File: src/hdl/cgn_consts.vh
// Constants of the gateway node-setup and bus-access block.
// Included by the node-setup design file and the bench; holds definitions only.
`ifndef CGN_CONSTS_VH
`define CGN_CONSTS_VH

// Register indices on the plain register port
`define CGN_REG_CTRL 4'h0
`define CGN_REG_NODE 4'h1
`define CGN_REG_RATE 4'h2
`define CGN_REG_DLO 4'h3
`define CGN_REG_DHI 4'h4
`define CGN_REG_STAT 4'h5
`define CGN_REG_PIDX 4'h6
`define CGN_REG_PDAT 4'h7

// Control register fields
`define CGN_CTRL_GO 0
`define CGN_CTRL_SDO 1
`define CGN_CTRL_DLC_LSB 8
`define CGN_CTRL_DLC_MSB 11

// Station address limits
`define CGN_DIGIT_MAX 4'h9
`define CGN_TENS_WEIGHT 7'h0A
`define CGN_MAX_ADDR 7'h63
`define CGN_PROTO_MAX_ADDR 7'h7F

// Bit-rate selector codes and rates in kbaud
`define CGN_RATE_AUTO 4'h0
`define CGN_RATE_MAX 4'h9
`define CGN_KBD_1 32'h0000000A
`define CGN_KBD_2 32'h00000014
`define CGN_KBD_3 32'h00000032
`define CGN_KBD_4 32'h00000064
`define CGN_KBD_5 32'h0000007D
`define CGN_KBD_6 32'h000000FA
`define CGN_KBD_7 32'h000001F4
`define CGN_KBD_8 32'h00000320
`define CGN_KBD_9 32'h000003E8
`define CGN_KBD_SCALE 32'h000003E8

// Identifier function codes: process data below service data
`define CGN_FC_PDO 4'h3
`define CGN_FC_SDO 4'hB

// Frame layout counts
`define CGN_IDLE_BITS 4'hB
`define CGN_ARB_BITS 7'h0D
`define CGN_HDR_BITS 7'h13
`define CGN_MAX_DLC 4'h8

// Autobaud: edges per measurement and tolerance shift
`define CGN_AUTO_EDGES 5'h10
`define CGN_TOL_SHIFT 3

// Startup settle time
`define CGN_STARTUP_NS 1000
`define CGN_CLK_PERIOD_NS 4

`endif

File: src/hdl/cgn_bit_timer.v
// Bit-time generator for the bus side.
// Assumes div is at least 4 and stays steady while the bus is in use.
`timescale 1ns/1ps
module cgn_bit_timer #(
	parameter DW = 16
) (
	// Clock and reset
	input wire clk,
	input wire reset_n,
	// Cycles per bit and resynchronisation
	input wire [DW-1:0] div,
	input wire restart,
	// Sample point and end of bit, one-cycle pulses
	output wire sample,
	output wire bit_end
);
	reg [DW-1:0] cnt_q;

	assign sample = (cnt_q == (div >> 1));
	assign bit_end = (cnt_q == div - {{(DW-1){1'b0}}, 1'b1});

	always @(posedge clk or negedge reset_n) begin
		if (!reset_n) begin
			cnt_q <= {DW{1'b0}};
		end else if (restart || bit_end) begin
			cnt_q <= {DW{1'b0}};
		end else begin
			cnt_q <= cnt_q + {{(DW-1){1'b0}}, 1'b1};
		end
	end
endmodule

File: src/hdl/cgn_node_setup.v
// Node setup and bus access of a serial-to-fieldbus gateway.
// Assumes selector and bus receive pins are asynchronous; register port is on clk.
`timescale 1ns/1ps
`include "cgn_consts.vh"
module cgn_node_setup #(
	parameter CLK_HZ = 250000000,
	parameter PARAM_DEPTH = 16,
	parameter PIDX_W = 4
) (
	// Clock and reset
	input wire clk,
	input wire reset_n,
	// Rotary selectors
	input wire [3:0] address_ones_selector,
	input wire [3:0] address_tens_selector,
	input wire [3:0] bit_rate_selector,
	input wire [3:0] attached_device_selector,
	// Bus transceiver
	input wire can_rx,
	output reg can_tx,
	// Register port
	input wire [3:0] reg_addr,
	input wire [31:0] reg_wdata,
	input wire reg_wr,
	input wire reg_rd,
	output reg [31:0] reg_rdata,
	// Status pins
	output reg power_ready_indicator,
	output reg [3:0] device_type,
	output reg comm_enable
);
	localparam STARTUP_CYC = (`CGN_STARTUP_NS + `CGN_CLK_PERIOD_NS - 1) / `CGN_CLK_PERIOD_NS;
	localparam [15:0] STARTUP_LAST = STARTUP_CYC - 1;
	localparam FRAME_W = 83;
	localparam ST_IDLE = 1'b0;
	localparam ST_SEND = 1'b1;

	// Cycles per bit for a rate code
	function [15:0] rate_div;
		input [3:0] code;
		integer t;
		begin
			case (code)
				4'h1: t = CLK_HZ / (`CGN_KBD_1 * `CGN_KBD_SCALE);
				4'h2: t = CLK_HZ / (`CGN_KBD_2 * `CGN_KBD_SCALE);
				4'h3: t = CLK_HZ / (`CGN_KBD_3 * `CGN_KBD_SCALE);
				4'h4: t = CLK_HZ / (`CGN_KBD_4 * `CGN_KBD_SCALE);
				4'h5: t = CLK_HZ / (`CGN_KBD_5 * `CGN_KBD_SCALE);
				4'h6: t = CLK_HZ / (`CGN_KBD_6 * `CGN_KBD_SCALE);
				4'h7: t = CLK_HZ / (`CGN_KBD_7 * `CGN_KBD_SCALE);
				4'h8: t = CLK_HZ / (`CGN_KBD_8 * `CGN_KBD_SCALE);
				4'h9: t = CLK_HZ / (`CGN_KBD_9 * `CGN_KBD_SCALE);
				default: t = CLK_HZ / (`CGN_KBD_9 * `CGN_KBD_SCALE);
			endcase
			rate_div = t[15:0];
		end
	endfunction

	wire [16:0] sync_out;
	wire [3:0] ones_s = sync_out[3:0];
	wire [3:0] tens_s = sync_out[7:4];
	wire [3:0] rate_s = sync_out[11:8];
	wire [3:0] dev_s = sync_out[15:12];
	wire rx_s = sync_out[16];

	cgn_sync3 #(
		.W(17),
		.RST(17'h10000)
	) u_sync (
		.clk(clk),
		.reset_n(reset_n),
		.async_in({can_rx, attached_device_selector, bit_rate_selector,
			address_tens_selector, address_ones_selector}),
		.sync_q(sync_out)
	);

	// Startup: let the selectors settle, then latch them once
	reg [15:0] start_cnt_q;
	reg [6:0] node_q;
	reg addr_ok_q;
	reg [3:0] rate_sel_q;

	always @(posedge clk or negedge reset_n) begin
		if (!reset_n) begin
			start_cnt_q <= 16'h0000;
			power_ready_indicator <= 1'b0;
			node_q <= 7'h00;
			addr_ok_q <= 1'b0;
			rate_sel_q <= 4'h0;
			device_type <= 4'h0;
		end else if (!power_ready_indicator) begin
			start_cnt_q <= start_cnt_q + 16'h0001;
			if (start_cnt_q == STARTUP_LAST) begin
				power_ready_indicator <= 1'b1;
				node_q <= tens_s * `CGN_TENS_WEIGHT + {3'h0, ones_s};
				addr_ok_q <= (tens_s <= `CGN_DIGIT_MAX) && (ones_s <= `CGN_DIGIT_MAX);
				rate_sel_q <= rate_s;
				device_type <= dev_s;
			end
		end
	end

	// Autobaud: shortest edge spacing over a burst of edges
	reg rx_prev_q;
	reg [15:0] gap_q;
	reg [15:0] min_q;
	reg [4:0] edges_q;
	reg [3:0] det_code_q;
	reg auto_done_q;
	reg [3:0] match_code;
	reg [15:0] dv;
	reg [15:0] diff;
	integer i;
	wire rx_edge = rx_s ^ rx_prev_q;
	wire auto_mode = (rate_sel_q == `CGN_RATE_AUTO);

	always @* begin
		match_code = 4'h0;
		dv = 16'h0000;
		diff = 16'h0000;
		for (i = 1; i <= 9; i = i + 1) begin
			dv = rate_div(i[3:0]);
			diff = (min_q > dv) ? (min_q - dv) : (dv - min_q);
			if (diff <= (dv >> `CGN_TOL_SHIFT)) begin
				match_code = i[3:0];
			end
		end
	end

	always @(posedge clk or negedge reset_n) begin
		if (!reset_n) begin
			rx_prev_q <= 1'b1;
			gap_q <= 16'h0000;
			min_q <= 16'hFFFF;
			edges_q <= 5'h00;
			det_code_q <= 4'h0;
			auto_done_q <= 1'b0;
		end else begin
			rx_prev_q <= rx_s;
			if (rx_edge) begin
				gap_q <= 16'h0000;
			end else if (gap_q != 16'hFFFF) begin
				gap_q <= gap_q + 16'h0001;
			end
			if (power_ready_indicator && auto_mode && !auto_done_q && rx_edge) begin
				if (edges_q != 5'h00 && gap_q < min_q) begin
					min_q <= gap_q;
				end
				edges_q <= edges_q + 5'h01;
				if (edges_q == `CGN_AUTO_EDGES) begin
					edges_q <= 5'h00;
					min_q <= 16'hFFFF;
					if (match_code != 4'h0) begin
						det_code_q <= match_code;
						auto_done_q <= 1'b1;
					end
				end
			end
		end
	end

	// Effective rate and the gate for all bus traffic
	reg [6:0] cfg_node_q;
	reg [3:0] cfg_rate_q;
	reg cfg_node_set_q;
	reg cfg_rate_set_q;
	wire [3:0] eff_code = auto_mode ? det_code_q : rate_sel_q;
	wire rate_ok = (rate_sel_q <= `CGN_RATE_MAX) && (!auto_mode || auto_done_q);
	wire comm_d = power_ready_indicator && addr_ok_q && rate_ok
		&& cfg_node_set_q && (cfg_node_q == node_q)
		&& cfg_rate_set_q && (cfg_rate_q == eff_code);

	always @(posedge clk or negedge reset_n) begin
		if (!reset_n) begin
			comm_enable <= 1'b0;
		end else begin
			comm_enable <= comm_d;
		end
	end

	// Bit timing
	reg state_q;
	wire sample;
	wire bit_end;
	wire tx_start;
	wire hard_sync = (state_q == ST_IDLE) && rx_prev_q && !rx_s;

	cgn_bit_timer #(
		.DW(16)
	) u_timer (
		.clk(clk),
		.reset_n(reset_n),
		.div(rate_div(eff_code)),
		.restart(tx_start || hard_sync),
		.sample(sample),
		.bit_end(bit_end)
	);

	// Idle detection: a run of recessive bits
	reg [3:0] idle_cnt_q;
	wire bus_idle = (idle_cnt_q == `CGN_IDLE_BITS);

	always @(posedge clk or negedge reset_n) begin
		if (!reset_n) begin
			idle_cnt_q <= 4'h0;
		end else if (state_q == ST_SEND || (sample && !rx_s)) begin
			idle_cnt_q <= 4'h0;
		end else if (sample && !bus_idle) begin
			idle_cnt_q <= idle_cnt_q + 4'h1;
		end
	end

	// Register writes and parameter storage
	reg [31:0] param_mem [0:PARAM_DEPTH-1];
	reg [PIDX_W-1:0] pidx_q;
	reg go_pend_q;
	reg sdo_q;
	reg [3:0] dlc_q;
	reg [63:0] data_q;
	wire wr_ctrl = reg_wr && (reg_addr == `CGN_REG_CTRL);
	wire go_wr = wr_ctrl && reg_wdata[`CGN_CTRL_GO];
	wire [3:0] dlc_w = reg_wdata[`CGN_CTRL_DLC_MSB:`CGN_CTRL_DLC_LSB];

	always @(posedge clk) begin
		if (reg_wr && reg_addr == `CGN_REG_PDAT) begin
			param_mem[pidx_q] <= reg_wdata;
		end
	end

	always @(posedge clk or negedge reset_n) begin
		if (!reset_n) begin
			pidx_q <= {PIDX_W{1'b0}};
			go_pend_q <= 1'b0;
			sdo_q <= 1'b0;
			dlc_q <= 4'h0;
			data_q <= 64'h0000000000000000;
			cfg_node_q <= 7'h00;
			cfg_rate_q <= 4'h0;
			cfg_node_set_q <= 1'b0;
			cfg_rate_set_q <= 1'b0;
		end else begin
			if (tx_start) begin
				go_pend_q <= 1'b0;
			end else if (go_wr) begin
				go_pend_q <= 1'b1;
			end
			if (wr_ctrl) begin
				sdo_q <= reg_wdata[`CGN_CTRL_SDO];
				dlc_q <= (dlc_w > `CGN_MAX_DLC) ? `CGN_MAX_DLC : dlc_w;
			end
			if (reg_wr) begin
				case (reg_addr)
					`CGN_REG_NODE: begin
						cfg_node_q <= reg_wdata[6:0];
						cfg_node_set_q <= 1'b1;
					end
					`CGN_REG_RATE: begin
						cfg_rate_q <= reg_wdata[3:0];
						cfg_rate_set_q <= 1'b1;
					end
					`CGN_REG_DLO: data_q[31:0] <= reg_wdata;
					`CGN_REG_DHI: data_q[63:32] <= reg_wdata;
					`CGN_REG_PIDX: pidx_q <= reg_wdata[PIDX_W-1:0];
					default: begin
					end
				endcase
			end
		end
	end

	// Transmitter with arbitration
	reg [FRAME_W-1:0] shift_q;
	reg [6:0] bits_left_q;
	reg [6:0] bit_idx_q;
	reg lost_q;
	reg err_q;
	reg done_q;
	wire [10:0] ident = {(sdo_q ? `CGN_FC_SDO : `CGN_FC_PDO), node_q};
	wire [6:0] frame_bits = `CGN_HDR_BITS + {dlc_q, 3'h0};
	assign tx_start = (state_q == ST_IDLE) && go_pend_q && comm_enable && bus_idle
		&& bit_end;
	wire mismatch = sample && (rx_s != can_tx);
	wire in_arb = (bit_idx_q < `CGN_ARB_BITS);

	always @(posedge clk or negedge reset_n) begin
		if (!reset_n) begin
			state_q <= ST_IDLE;
			can_tx <= 1'b1;
			shift_q <= {FRAME_W{1'b0}};
			bits_left_q <= 7'h00;
			bit_idx_q <= 7'h00;
			lost_q <= 1'b0;
			err_q <= 1'b0;
			done_q <= 1'b0;
		end else begin
			if (go_wr) begin
				lost_q <= 1'b0;
				err_q <= 1'b0;
				done_q <= 1'b0;
			end
			case (state_q)
				ST_IDLE: begin
					can_tx <= 1'b1;
					if (tx_start) begin
						state_q <= ST_SEND;
						shift_q <= {1'b0, ident, 3'h0, dlc_q, data_q};
						can_tx <= 1'b0;
						bits_left_q <= frame_bits;
						bit_idx_q <= 7'h00;
					end
				end
				ST_SEND: begin
					if (mismatch) begin
						state_q <= ST_IDLE;
						can_tx <= 1'b1;
						if (can_tx && in_arb) begin
							lost_q <= 1'b1;
						end else begin
							err_q <= 1'b1;
						end
					end else if (bit_end) begin
						if (bits_left_q == 7'h01) begin
							state_q <= ST_IDLE;
							can_tx <= 1'b1;
							done_q <= 1'b1;
						end else begin
							shift_q <= {shift_q[FRAME_W-2:0], 1'b0};
							can_tx <= shift_q[FRAME_W-2];
							bits_left_q <= bits_left_q - 7'h01;
							bit_idx_q <= bit_idx_q + 7'h01;
						end
					end
				end
				default: begin
					state_q <= ST_IDLE;
					can_tx <= 1'b1;
				end
			endcase
		end
	end

	// Register reads, answered in the following cycle
	always @(posedge clk or negedge reset_n) begin
		if (!reset_n) begin
			reg_rdata <= 32'h00000000;
		end else if (reg_rd) begin
			case (reg_addr)
				`CGN_REG_CTRL: reg_rdata <= {20'h00000, dlc_q, 6'h00, sdo_q, go_pend_q};
				`CGN_REG_NODE: reg_rdata <= {25'h0000000, cfg_node_q};
				`CGN_REG_RATE: reg_rdata <= {28'h0000000, cfg_rate_q};
				`CGN_REG_DLO: reg_rdata <= data_q[31:0];
				`CGN_REG_DHI: reg_rdata <= data_q[63:32];
				`CGN_REG_STAT: reg_rdata <= {1'b0, node_q, device_type, eff_code,
					rate_sel_q, 2'h0, auto_done_q, bus_idle, state_q,
					done_q, err_q, lost_q, comm_enable, rate_ok, addr_ok_q,
					power_ready_indicator};
				`CGN_REG_PIDX: reg_rdata <= {{(32-PIDX_W){1'b0}}, pidx_q};
				`CGN_REG_PDAT: reg_rdata <= param_mem[pidx_q];
				default: reg_rdata <= 32'h00000000;
			endcase
		end else begin
			reg_rdata <= 32'h00000000;
		end
	end
endmodule

File: src/hdl/cgn_sync3.v
// Three-stage synchroniser for pin inputs.
// Assumes inputs change slowly; the output follows once stages two and three agree.
`timescale 1ns/1ps
module cgn_sync3 #(
	parameter W = 1,
	parameter [W-1:0] RST = {W{1'b0}}
) (
	// Clock and reset
	input wire clk,
	input wire reset_n,
	// Asynchronous input and filtered output
	input wire [W-1:0] async_in,
	output reg [W-1:0] sync_q
);
	reg [W-1:0] s1_q;
	reg [W-1:0] s2_q;
	reg [W-1:0] s3_q;

	always @(posedge clk or negedge reset_n) begin
		if (!reset_n) begin
			s1_q <= RST;
			s2_q <= RST;
			s3_q <= RST;
			sync_q <= RST;
		end else begin
			s1_q <= async_in;
			s2_q <= s1_q;
			s3_q <= s2_q;
			if (s2_q == s3_q) begin
				sync_q <= s3_q;
			end
		end
	end
endmodule

File: config.mk
export PLATFORM = sky130hd
export DESIGN_NAME = cgn_node_setup
export DESIGN_NICKNAME = d
export VERILOG_FILES = /design/src/hdl/cgn_bit_timer.v /design/src/hdl/cgn_node_setup.v /design/src/hdl/cgn_sync3.v
export VERILOG_INCLUDE_DIRS = /design/src /design/src/hdl
export SDC_FILE = /design/constraint.sdc
export NUM_CORES = 1
export LEC_CHECK = 0
export ABC_AREA = 1
export ABC_CLOCK_PERIOD_IN_PS = 10600
export BUFFER_PORTS_ARGS = -buffer_cell sky130_fd_sc_hd__buf_2
export CAP_MARGIN = 5
export CORE_ASPECT_RATIO = 1.4
export CORE_UTILIZATION = 31
export DETAILED_ROUTE_END_ITERATION = 8
export PLACE_DENSITY = 0.56
export RECOVER_POWER = 50
export SKIP_LAST_GASP = 1
export SYNTH_ARGS = -nofsm -noshare
export SYNTH_HDL_FRONTEND = slang
export SYNTH_SLANG_ARGS = --single-unit
File: constraint.sdc
create_clock -name clk -period 10.6 [get_ports clk]
set_input_delay 2.12 -clock clk [delete_from_list [all_inputs] [get_ports clk]]
set_output_delay 2.12 -clock clk [all_outputs]
set_load 0.005 [all_outputs]
==> Word level (Yosys, flattened, before mapping) <==
Memories as Yosys holds them, arrays and structs flattened.
Cells that the tools add are included.
Widths: inputs -> output; s select.
{ "totals": {"ff_bits": 385, "ramBits": 512, "mem_bits_ro": 224, "input_bits": 57, "out_inout_bits": 39, "wordCells": 244, "mem_count": 2} }
{ "classes": {"addsub": 28, "mul": 1, "order_cmp": 24, "n_eq_ne": 23, "mux": 75, "n_bitwise": 3, "n_reduce_logical": 50} }
{ "mem_list": {"columns": ["memory", "words", "width", "read_ports", "rd_ports_with_merged_regs", "write_ports", "line_no", "rtl"], "rows": [
  ["param_mem", 16, 32, 1, 0, 1, "cgn_node_setup.v:214", "reg [31:0] param_mem [0:PARAM_DEPTH-1];"],
  ["(name not given)", 16, 14, 1, 0, 0, "cgn_node_setup.v:43", "case (code)"]
]} }
{ "ops": {"columns": ["operator", "n"], "rows": [
  ["$mux 82", 4],
  ["$pmux 32 s8", 1],
  ["$mux 16", 14],
  ["$pmux 82 s2", 1],
  ["$mux 7", 8],
  ["$add 16x1->16 const B", 3],
  ["$mux 4", 12],
  ["$gt 16x9->1 const B", 2],
  ["$le 16x6->1 const B", 2],
  ["$mux 32", 1],
  ["$sub 16x9->16 const B", 2],
  ["$sub 9x16->16 const A", 2],
  ["$mux 1", 28],
  ["$pmux 7 s2", 2],
  ["$logic_and 1x1->1", 25],
  ["$eq 17x17->1", 1],
  ["$eq 16x15->1", 1],
  ["$eq 16x16->1", 1],
  ["$eq 16x8->1 const B", 1],
  ["$eq 4x3->1 const B", 4],
  ["$gt 16x10->1 const B", 1],
  ["$gt 16x11->1 const B", 1],
  ["$gt 16x12->1 const B", 1],
  ["$gt 16x13->1 const B", 1],
  ["other kinds (62)", 85]
]} }

==> Logic depth before layout (Yosys ltp) <==
Gate-level depths: netlist of run 1.
{ "depth": {"ltp_word": 14, "depth_mapped": 24, "ltp_nobuf": 23} }

==> Hierarchy <==
A second synthesis of run 1 with hierarchy kept.
{ "hier_totals": {"hier_cells": 4467, "area_unflattened_um2": 43295.3} }
{ "modules_own_cells": {"columns": ["module", "instances", "cells_per_inst", "area_per_inst_um2", "seq_area_each_um2"], "rows": [
  ["cgn_node_setup", 1, 4004, 39243.9, 22929.5],
  ["cgn_sync3", 1, 195, 2321.0, 1706.6],
  ["cgn_bit_timer", 1, 268, 1730.4, 400.4]
]} }

==> Least setup slack after synthesis of run 1 <==
OpenSTA, ideal clock, no wires.
{ "synth_timing": {"kind": "input to register", "startpoint": "in reg_addr[2]", "endpoint": "mem param_mem[0][0], enable pin", "setup_ns": 0.421, "arrival_time_ns": 4.178, "required_ns": 10.179, "setup_slack_ns": 6.001, "stages": 6, "path_buffers": 0, "cell_sequence": "inv_1 -> nor2_1 -> inv_1 -> nor3_1 -> nand2_1 -> nor2_1"} }
{ "synth_between": {"elab_chain_cells": 4} }
{ "synth_lines": {"columns": ["element", "line_no", "rtl"], "rows": [
  ["start, declared", "cgn_node_setup.v:22", "input wire [3:0] reg_addr,"],
  ["$eq 4x3->1", null, null],
  ["$logic_and 1x1->1 (no line)", null, null],
  ["$mux 1", "cgn_node_setup.v:225", "if (reg_wr && reg_addr == `CGN_REG_PDAT) begin"],
  ["$mux 1 (implied by the code)", "cgn_node_setup.v:226", "param_mem[pidx_q] <= reg_wdata;"],
  ["end, declared", "cgn_node_setup.v:214", null]
]} }
Every way passes these cells.

==> summary.md, run 1 <==
| Metric | Value |
|---|---|
| WP data arrival | 6.91 ns |
| Relative slew slack | -235% |
| Failing checks | capacitance limit, slew limit |
| Vias per Instance | 5.26 |
| Htree depth | 3 |
| TritonCTS clock tree | built |
| TNS Setup | 0 ns |
| First-pass GRT wire length | 208 mm |
| Longest Clk Path Bufs | 3 |
| Yosys top cell area share | 35.6% |
| # IOs | 96 |
| Via Count | 33,600 |
| Clock Latency Late Sink | 0.67 ns |
| Die Y | 443 um |
| Slowest cell on crit path | clkbuf_1 |
| Worst-path clk slew | 0.06 ns |
| Gr usage total | 19.4% |
| CTS resizes | 0 |
| Vias in the first global route | 33,000 |
| Outcome | finished, violations left |
| Routability cong. | 0.930 |
| Initial DRC count | 2,882 |
| Reg2reg end | u_timer.cnt_q[4] |
| Largest cells by area after synthesis | edfxtp_1 36%, dfrtp_1 21%, nand2_1 10%, a22oi_1 4.4%, a21oi_1 3.0% |
| # setup viols final | 0 |
| Number of flops mapped to enable cells by yosys | 512 |
| Die ar. | 141,000 sq um |
| Register area share after synthesis | 58.0% |
| Final worst slack | 4.34 ns |
| Fmax | 160 MHz |
| Synth Instances | 4,509 |
| Post-DP HPWL | 90.6 mm |
| Most frequent cells in the layout | 1,187 x nand2_1, 512 x edfxtp_1, 362 x dfrtp_1, 334 x inv_1, 266 x nor2_1 |
| Critical Path RT | 11.25 ns |
| Max Cap Viol | 1 |
| Final period util | 59.0% |
| Setup slack, reg-to-reg | 5.08 ns |
| Grt total ovfl | 0 |
| Pre-antenna DRT Iters | 6 |
| Hold Buf Count CTS | 0 |
| Top cell type by total area after synthesis | edfxtp_1 |
| Hold crit path type | flip-flop to flip-flop |
| Reg2reg start | rate_sel_q[1] |
| Synth Warn # | 0 |
| Share of layout cells above drive strength 1 | 7.84% |
| Hold Crit Endpoint | u_sync.s2_q[5] |
| Die span in x | 317 um |
| Synthesized area per cell | 9.57 sq um |
| Rows | 161 |
| Mapped Nets | 4,632 |
| Buf+Inv Stages, Crit Path | 2 |
| FF+latch count, synth | 897 |
| Clock Skew | 0.0252 ns |
| # DRC | 0 |
| Slew @ Worst Pin | 5.02 ns |
| CP endpoint kind | async pin |
| Commonest non-fill, non-tap cell in the layout | nand2_1 |
| Worst setup SP type | primary input |
| Setup Buffers After CTS | 0 |
| Max incr delay on CP | 3.45 ns |
| Num CTS Buffers | 87 |
| Initial Util | 31.3% |
| Initial antenna violation count | 4 |
| Largest net degree at the start of global routing | 171 |
| Setup CP Type | primary input to async pin |
| Clock tree sinks | 897 |
| Crit-path cells | clkbuf_1 > buf_4 |
| Reg2Reg Depth | 21 |
| Hold Path Depth | 0 |
| Max VDD drop | 140 uV |
| Top FF cell, synth | edfxtp_1 |
| Post-synthesis cell type count | 57 |
| Post-Route Utilization | 35.1% |
| Final min period | 6.26 ns |
| Leak pwr | 20.0 nW |
| Power per Cell Area | 164 nW/um^2 |
| Root Driver | clkbuf_16 |
| Worst path top cell family by delay | buffers and inverters |
| Worst hold start | u_sync.s1_q[5] |
| Synthesized cell area | 43,200 sq um |
| Setup repair after global routing missed its margin | false |
| Pins Over Slew Limit | 89 |
| Ys async rst share | 42.9% |
| DR WL/cell | 21.7 um |
| Crit-path max FO | 88 |
| # nets final | 4,646 |
| CORE AREA | 138,000 sq um |
| PortBufs | 95 |
| Total Power | 7.96 mW |
| WL final | 139 mm |
| Minimum setup slack after placement | 5.15 ns |
| P&R area growth vs syn | 12.2% |
| Final-report hold violation count | 0 |
| Post-route ant nets | 0 |
metrics by stage:
stage                     cells  area [sq um]  hold slack [ns]
after detailed placement   6227         45600            0.335
after global placement     6227         45600            0.333
after floorplan            4509         43200            0.331
after global routing       6385         48400            0.355
final                      6385         48400            0.345
after CTS                  6384         48500            0.347
state kept, by name (all words and copies together) (netlist names), 16 cells and up:
name	cells
data_q	64
gap_q	16
min_q	16
param_mem	512
reg_rdata	32
shift_q	82
start_cnt_q	16
u_sync.s1_q	17
u_sync.s2_q	17
u_sync.s3_q	17
u_sync.sync_q	17
u_timer.cnt_q	16
cell usage after synthesis (8+ instances only):
cell type  instances
dfrtp_1          363
a211oi_1           8
nor2_1           285
a22oi_1          252
xor2_1           121
dfstp_2           22
o211ai_1           9
buf_1             23
a21oi_1          259
nand2_1         1191
nand3_1          219
xnor2_1           17
clkinv_1           8
or2_2             19
nor4_1            10
ha_1              64
nand2_2            8
o22ai_1           41
o31ai_1           11
o2111ai_1         98
edfxtp_1         512
o21ai_0          234
o41ai_1           20
nor3_1            39
inv_1            336
buf_2             44
clkbuf_1         160
nand4_1           53
inv_2             11
worst max-delay path by stage:
| stage | from | endpoint | slack (ns) | cells past startpoint |
|---|---|---|---|---|
| finish | reset_n | reg_rdata[8] | 4.34 | 2 |
| global route | reset_n | reg_rdata[6] | 3.49 | 2 |
| CTS | rate_sel_q[1] | u_timer.cnt_q[8] | 5.14 | 21 |
| detailed placement | rate_sel_q[1] | u_timer.cnt_q[8] | 5.15 | 21 |
| global placement | rate_sel_q[1] | u_timer.cnt_q[3] | 5.19 | 21 |
| floorplan | reg_addr[2] | param_mem[0][0] | 6.00 | 6 |
cells by family (layout without fill, tap and decap cells):
group           Yosys count  count (layout)  synth area share, %
compound gates          962             962                 14.1
xor+xnor                138             138                 2.80
fa+ha+maj                66              66                 1.95
buf+inv                 594             676                 5.45
flops                   897             897                 58.0
mux                       2               2               0.0522
other cells               0               1                    0
simple gates           1850            1850                 17.6
metal layers:
layer	vias to the layer above	global-route usage [%]	part of all wire (%)
met2	1086	34.3	51
met3	326	2.30	4.8
met5	-	0	0.022
met1	16500	23.1	39
met4	4	9.51	4.9
li1	15600	-	-
final cells by class:
type	instances	area (sq um)
antenna	1	2.50
clock buffer	124	2490
clock inverter	33	405
fill	14000	89400
inverter	355	1340
multi-input combinational	3018	15900
sequential	897	25000
tap	1793	2240
timing repair buffer	164	966
where the power goes:
part	switching, mW	leakage, nW	internal (mW)
sequential	0.101	9.61	3.81
clock	1.36	1.41	1.82
combinational	0.606	8.99	0.265
total	2.06	20.0	5.89
No activity file was read; power rests on OpenSTA's default activity.
==> run 2, diff against run 1 <==
--- a/config.mk
+++ b/config.mk
@@ -7,7 +7,7 @@
 export NUM_CORES = 1
 export LEC_CHECK = 0
 export ABC_AREA = 1
-export ABC_CLOCK_PERIOD_IN_PS = 10600
+export ABC_CLOCK_PERIOD_IN_PS = 6350
 export BUFFER_PORTS_ARGS = -buffer_cell sky130_fd_sc_hd__buf_2
 export CAP_MARGIN = 5
 export CORE_ASPECT_RATIO = 1.4
==> constraint.sdc (replaced) <==
create_clock -name clk -period 6.35 [get_ports clk]
set_input_delay 1.27 -clock clk [delete_from_list [all_inputs] [get_ports clk]]
set_output_delay 1.27 -clock clk [all_outputs]
set_load 0.005 [all_outputs]
==> run 2 against run 1 <==
Non-clock buffer count increased by 13. Combinational power up 66%. Register-to-register slack got worse by 3.5 ns. The run still ends with capacitance limit, slew limit left. Global-route usage grew 0.051 points. Critical endpoint is now shift_q[9]. Critical path type is now flip-flop to flip-flop. Wire length grew 0.30%.
==> summary.md, run 2 (same netlist as run 1, synthesis figures left out) <==
| Metric | Value |
|---|---|
| Outcome | finished, violations left |
| Failing checks | capacitance limit, slew limit |
| Power per Cell Area | 275 nW/um^2 |
| Final-report hold violation count | 0 |
| Via Count | 33,600 |
| CORE AREA | 138,000 sq um |
| Setup Buffers After CTS | 0 |
| TritonCTS clock tree | built |
| Most frequent cells in the layout | 1,187 x nand2_1, 512 x edfxtp_1, 362 x dfrtp_1, 334 x inv_1, 266 x nor2_1 |
| Vias per Instance | 5.25 |
| Htree depth | 3 |
| TNS Setup | 0 ns |
| Buf+Inv Stages, Crit Path | 4 |
| Leak pwr | 20.1 nW |
| Largest net degree at the start of global routing | 118 |
| Final min period | 4.78 ns |
| # DRC | 0 |
| PortBufs | 95 |
| Setup repair after global routing missed its margin | false |
| Fmax | 209 MHz |
| Final worst slack | 1.57 ns |
| Routability cong. | 0.954 |
| # nets final | 4,659 |
| Final period util | 75.2% |
| Die ar. | 141,000 sq um |
| Initial Util | 31.3% |
| First-pass GRT wire length | 208 mm |
| Commonest non-fill, non-tap cell in the layout | nand2_1 |
| Max FFs per register | 512 |
| Dpl cells | 6,240 |
| Rows | 161 |
| Slew @ Worst Pin | 2.95 ns |
| Post-route ant nets | 0 |
| Pre-antenna DRT Iters | 8 |
| WL final | 139 mm |
| Worst path top cell family by delay | simple AND/OR/NAND/NOR gates |
| Fill cells | 14,100 |
| Reg2reg start | rate_sel_q[1] |
| Max VDD drop | 221 uV |
| DR WL/cell | 21.7 um |
| Critical Path RT | 6.90 ns |
| Clock Skew | 0.0338 ns |
| CTS resizes | 0 |
| Die Y | 443 um |
| Reg2Reg Depth | 22 |
| Grt total ovfl | 0 |
| Hold crit path type | flip-flop to flip-flop |
| Reg2reg end | shift_q[9] |
| Top reg by flops | param_mem |
| Pins Over Slew Limit | 224 |
| CP endpoint kind | flip-flop |
| Most frequent CP cell | nand2_1 |
| Max Cap Viol | 2 |
| Hold Crit Endpoint | u_sync.s2_q[13] |
| Num CTS Buffers | 87 |
| Die span in x | 317 um |
| Vias in the first global route | 33,400 |
| Initial DRC count | 2,874 |
| Post-DP HPWL | 91.5 mm |
| Crit-path cells | nor2_1 > nand3_1 > o21ai_0 > inv_1 > ha_1 > inv_1 > nand2_2 > nand2_1 > nand2_2 > ha_1 > nand3b_1 > nand2_1 > nand2_1 > nand2_1 > nor2_1 > nand3_1 > nor2_4 > buf_4 > o211ai_4 > buf_4 > nand2_1 > nand2_1 |
| Share of layout cells above drive strength 1 | 8.42% |
| Clock tree sinks | 897 |
| Crit-path max FO | 52 |
| # IOs | 96 |
| P&R area growth vs syn | 12.5% |
| Setup CP Type | flip-flop to flip-flop |
| Largest regs | param_mem: 512 flops, shift_q: 82 flops, data_q: 64 flops |
| Worst setup SP type | flip-flop |
| Clock Latency Late Sink | 0.70 ns |
| Hold Path Depth | 0 |
| # setup viols final | 0 |
| Relative slew slack | -96.8% |
| Gr usage total | 19.5% |
| Worst hold start | u_sync.s1_q[13] |
| Minimum setup slack after placement | 1.54 ns |
| Initial antenna violation count | 7 |
| Setup slack, reg-to-reg | 1.57 ns |
| Root Driver | clkbuf_16 |
| Max incr delay on CP | 0.50 ns |
| Final Non-Filler Cells | 6,401 |
| Worst-path clk slew | 0.06 ns |
| Slowest cell on crit path | o21ai_0 |
| Longest Clk Path Bufs | 3 |
| WP data arrival | 5.33 ns |
| Hold Buf Count CTS | 0 |
[run 2: cell types whose count changed in the layout (fill, tap and decap cells not counted), sizes merged]
cell	delta
clkbuf	-3
clkinv	+10
bufinv	-1
buf	+12
clkinvlp	-2
[run 2: area by class of cell]
| cell class | instances | area [sq um] | share of cell area, % |
|---|---|---|---|
| sequential | 897 | 25000 | 51.6 |
| clock inverter | 40 | 462 | 0.951 |
| tap | 1793 | 2240 | 4.62 |
| antenna | 1 | 2.50 | 0.00515 |
| timing repair buffer | 177 | 1060 | 2.18 |
| multi-input combinational | 3018 | 15900 | 32.8 |
| clock buffer | 120 | 2480 | 5.11 |
| inverter | 355 | 1340 | 2.75 |
[run 2: per-stage QoR]
stage	total power, mW	util [%]	area (sq um)	hold slack (ns)
after floorplan	7.49	-	43200	0.331
after global placement	8.10	33.2	45700	0.336
after detailed placement	8.11	33.2	45700	0.335
after CTS	13.4	35.3	48600	0.344
after global routing	13.8	35.2	48600	0.352
final	13.3	35.2	48600	0.343
[run 2: power by group]
| group | leakage (nW) | switching [mW] | internal (mW) |
|---|---|---|---|
| clock network | 1.45 | 2.33 | 3.01 |
| logic | 9.06 | 1.01 | 0.439 |
| registers | 9.61 | 0.169 | 6.37 |
| total | 20.1 | 3.52 | 9.82 |
[run 2: how the worst max path moves through the flow]
| stage | startpoint | endpoint | slack (ns) | cells past startpoint |
|---|---|---|---|---|
| floorplan | reg_addr[2] | param_mem[0][0] | 2.60 | 6 |
| global placement | rate_sel_q[1] | shift_q[64] | 1.67 | 22 |
| detailed placement | rate_sel_q[1] | shift_q[6] | 1.54 | 22 |
| CTS | rate_sel_q[1] | shift_q[9] | 1.50 | 22 |
| global route | rate_sel_q[1] | shift_q[9] | 1.14 | 23 |
| finish | rate_sel_q[1] | shift_q[9] | 1.57 | 22 |
[run 2: layer usage]
layer / global-route usage [%] / routed length, um / up-vias
met5: 0 / 76 / -
met4: 9.93 / 7060 / 12
met3: 2.39 / 6990 / 332
met2: 34.4 / 71400 / 1111
met1: 22.9 / 53400 / 16400
li1: - / - / 15700
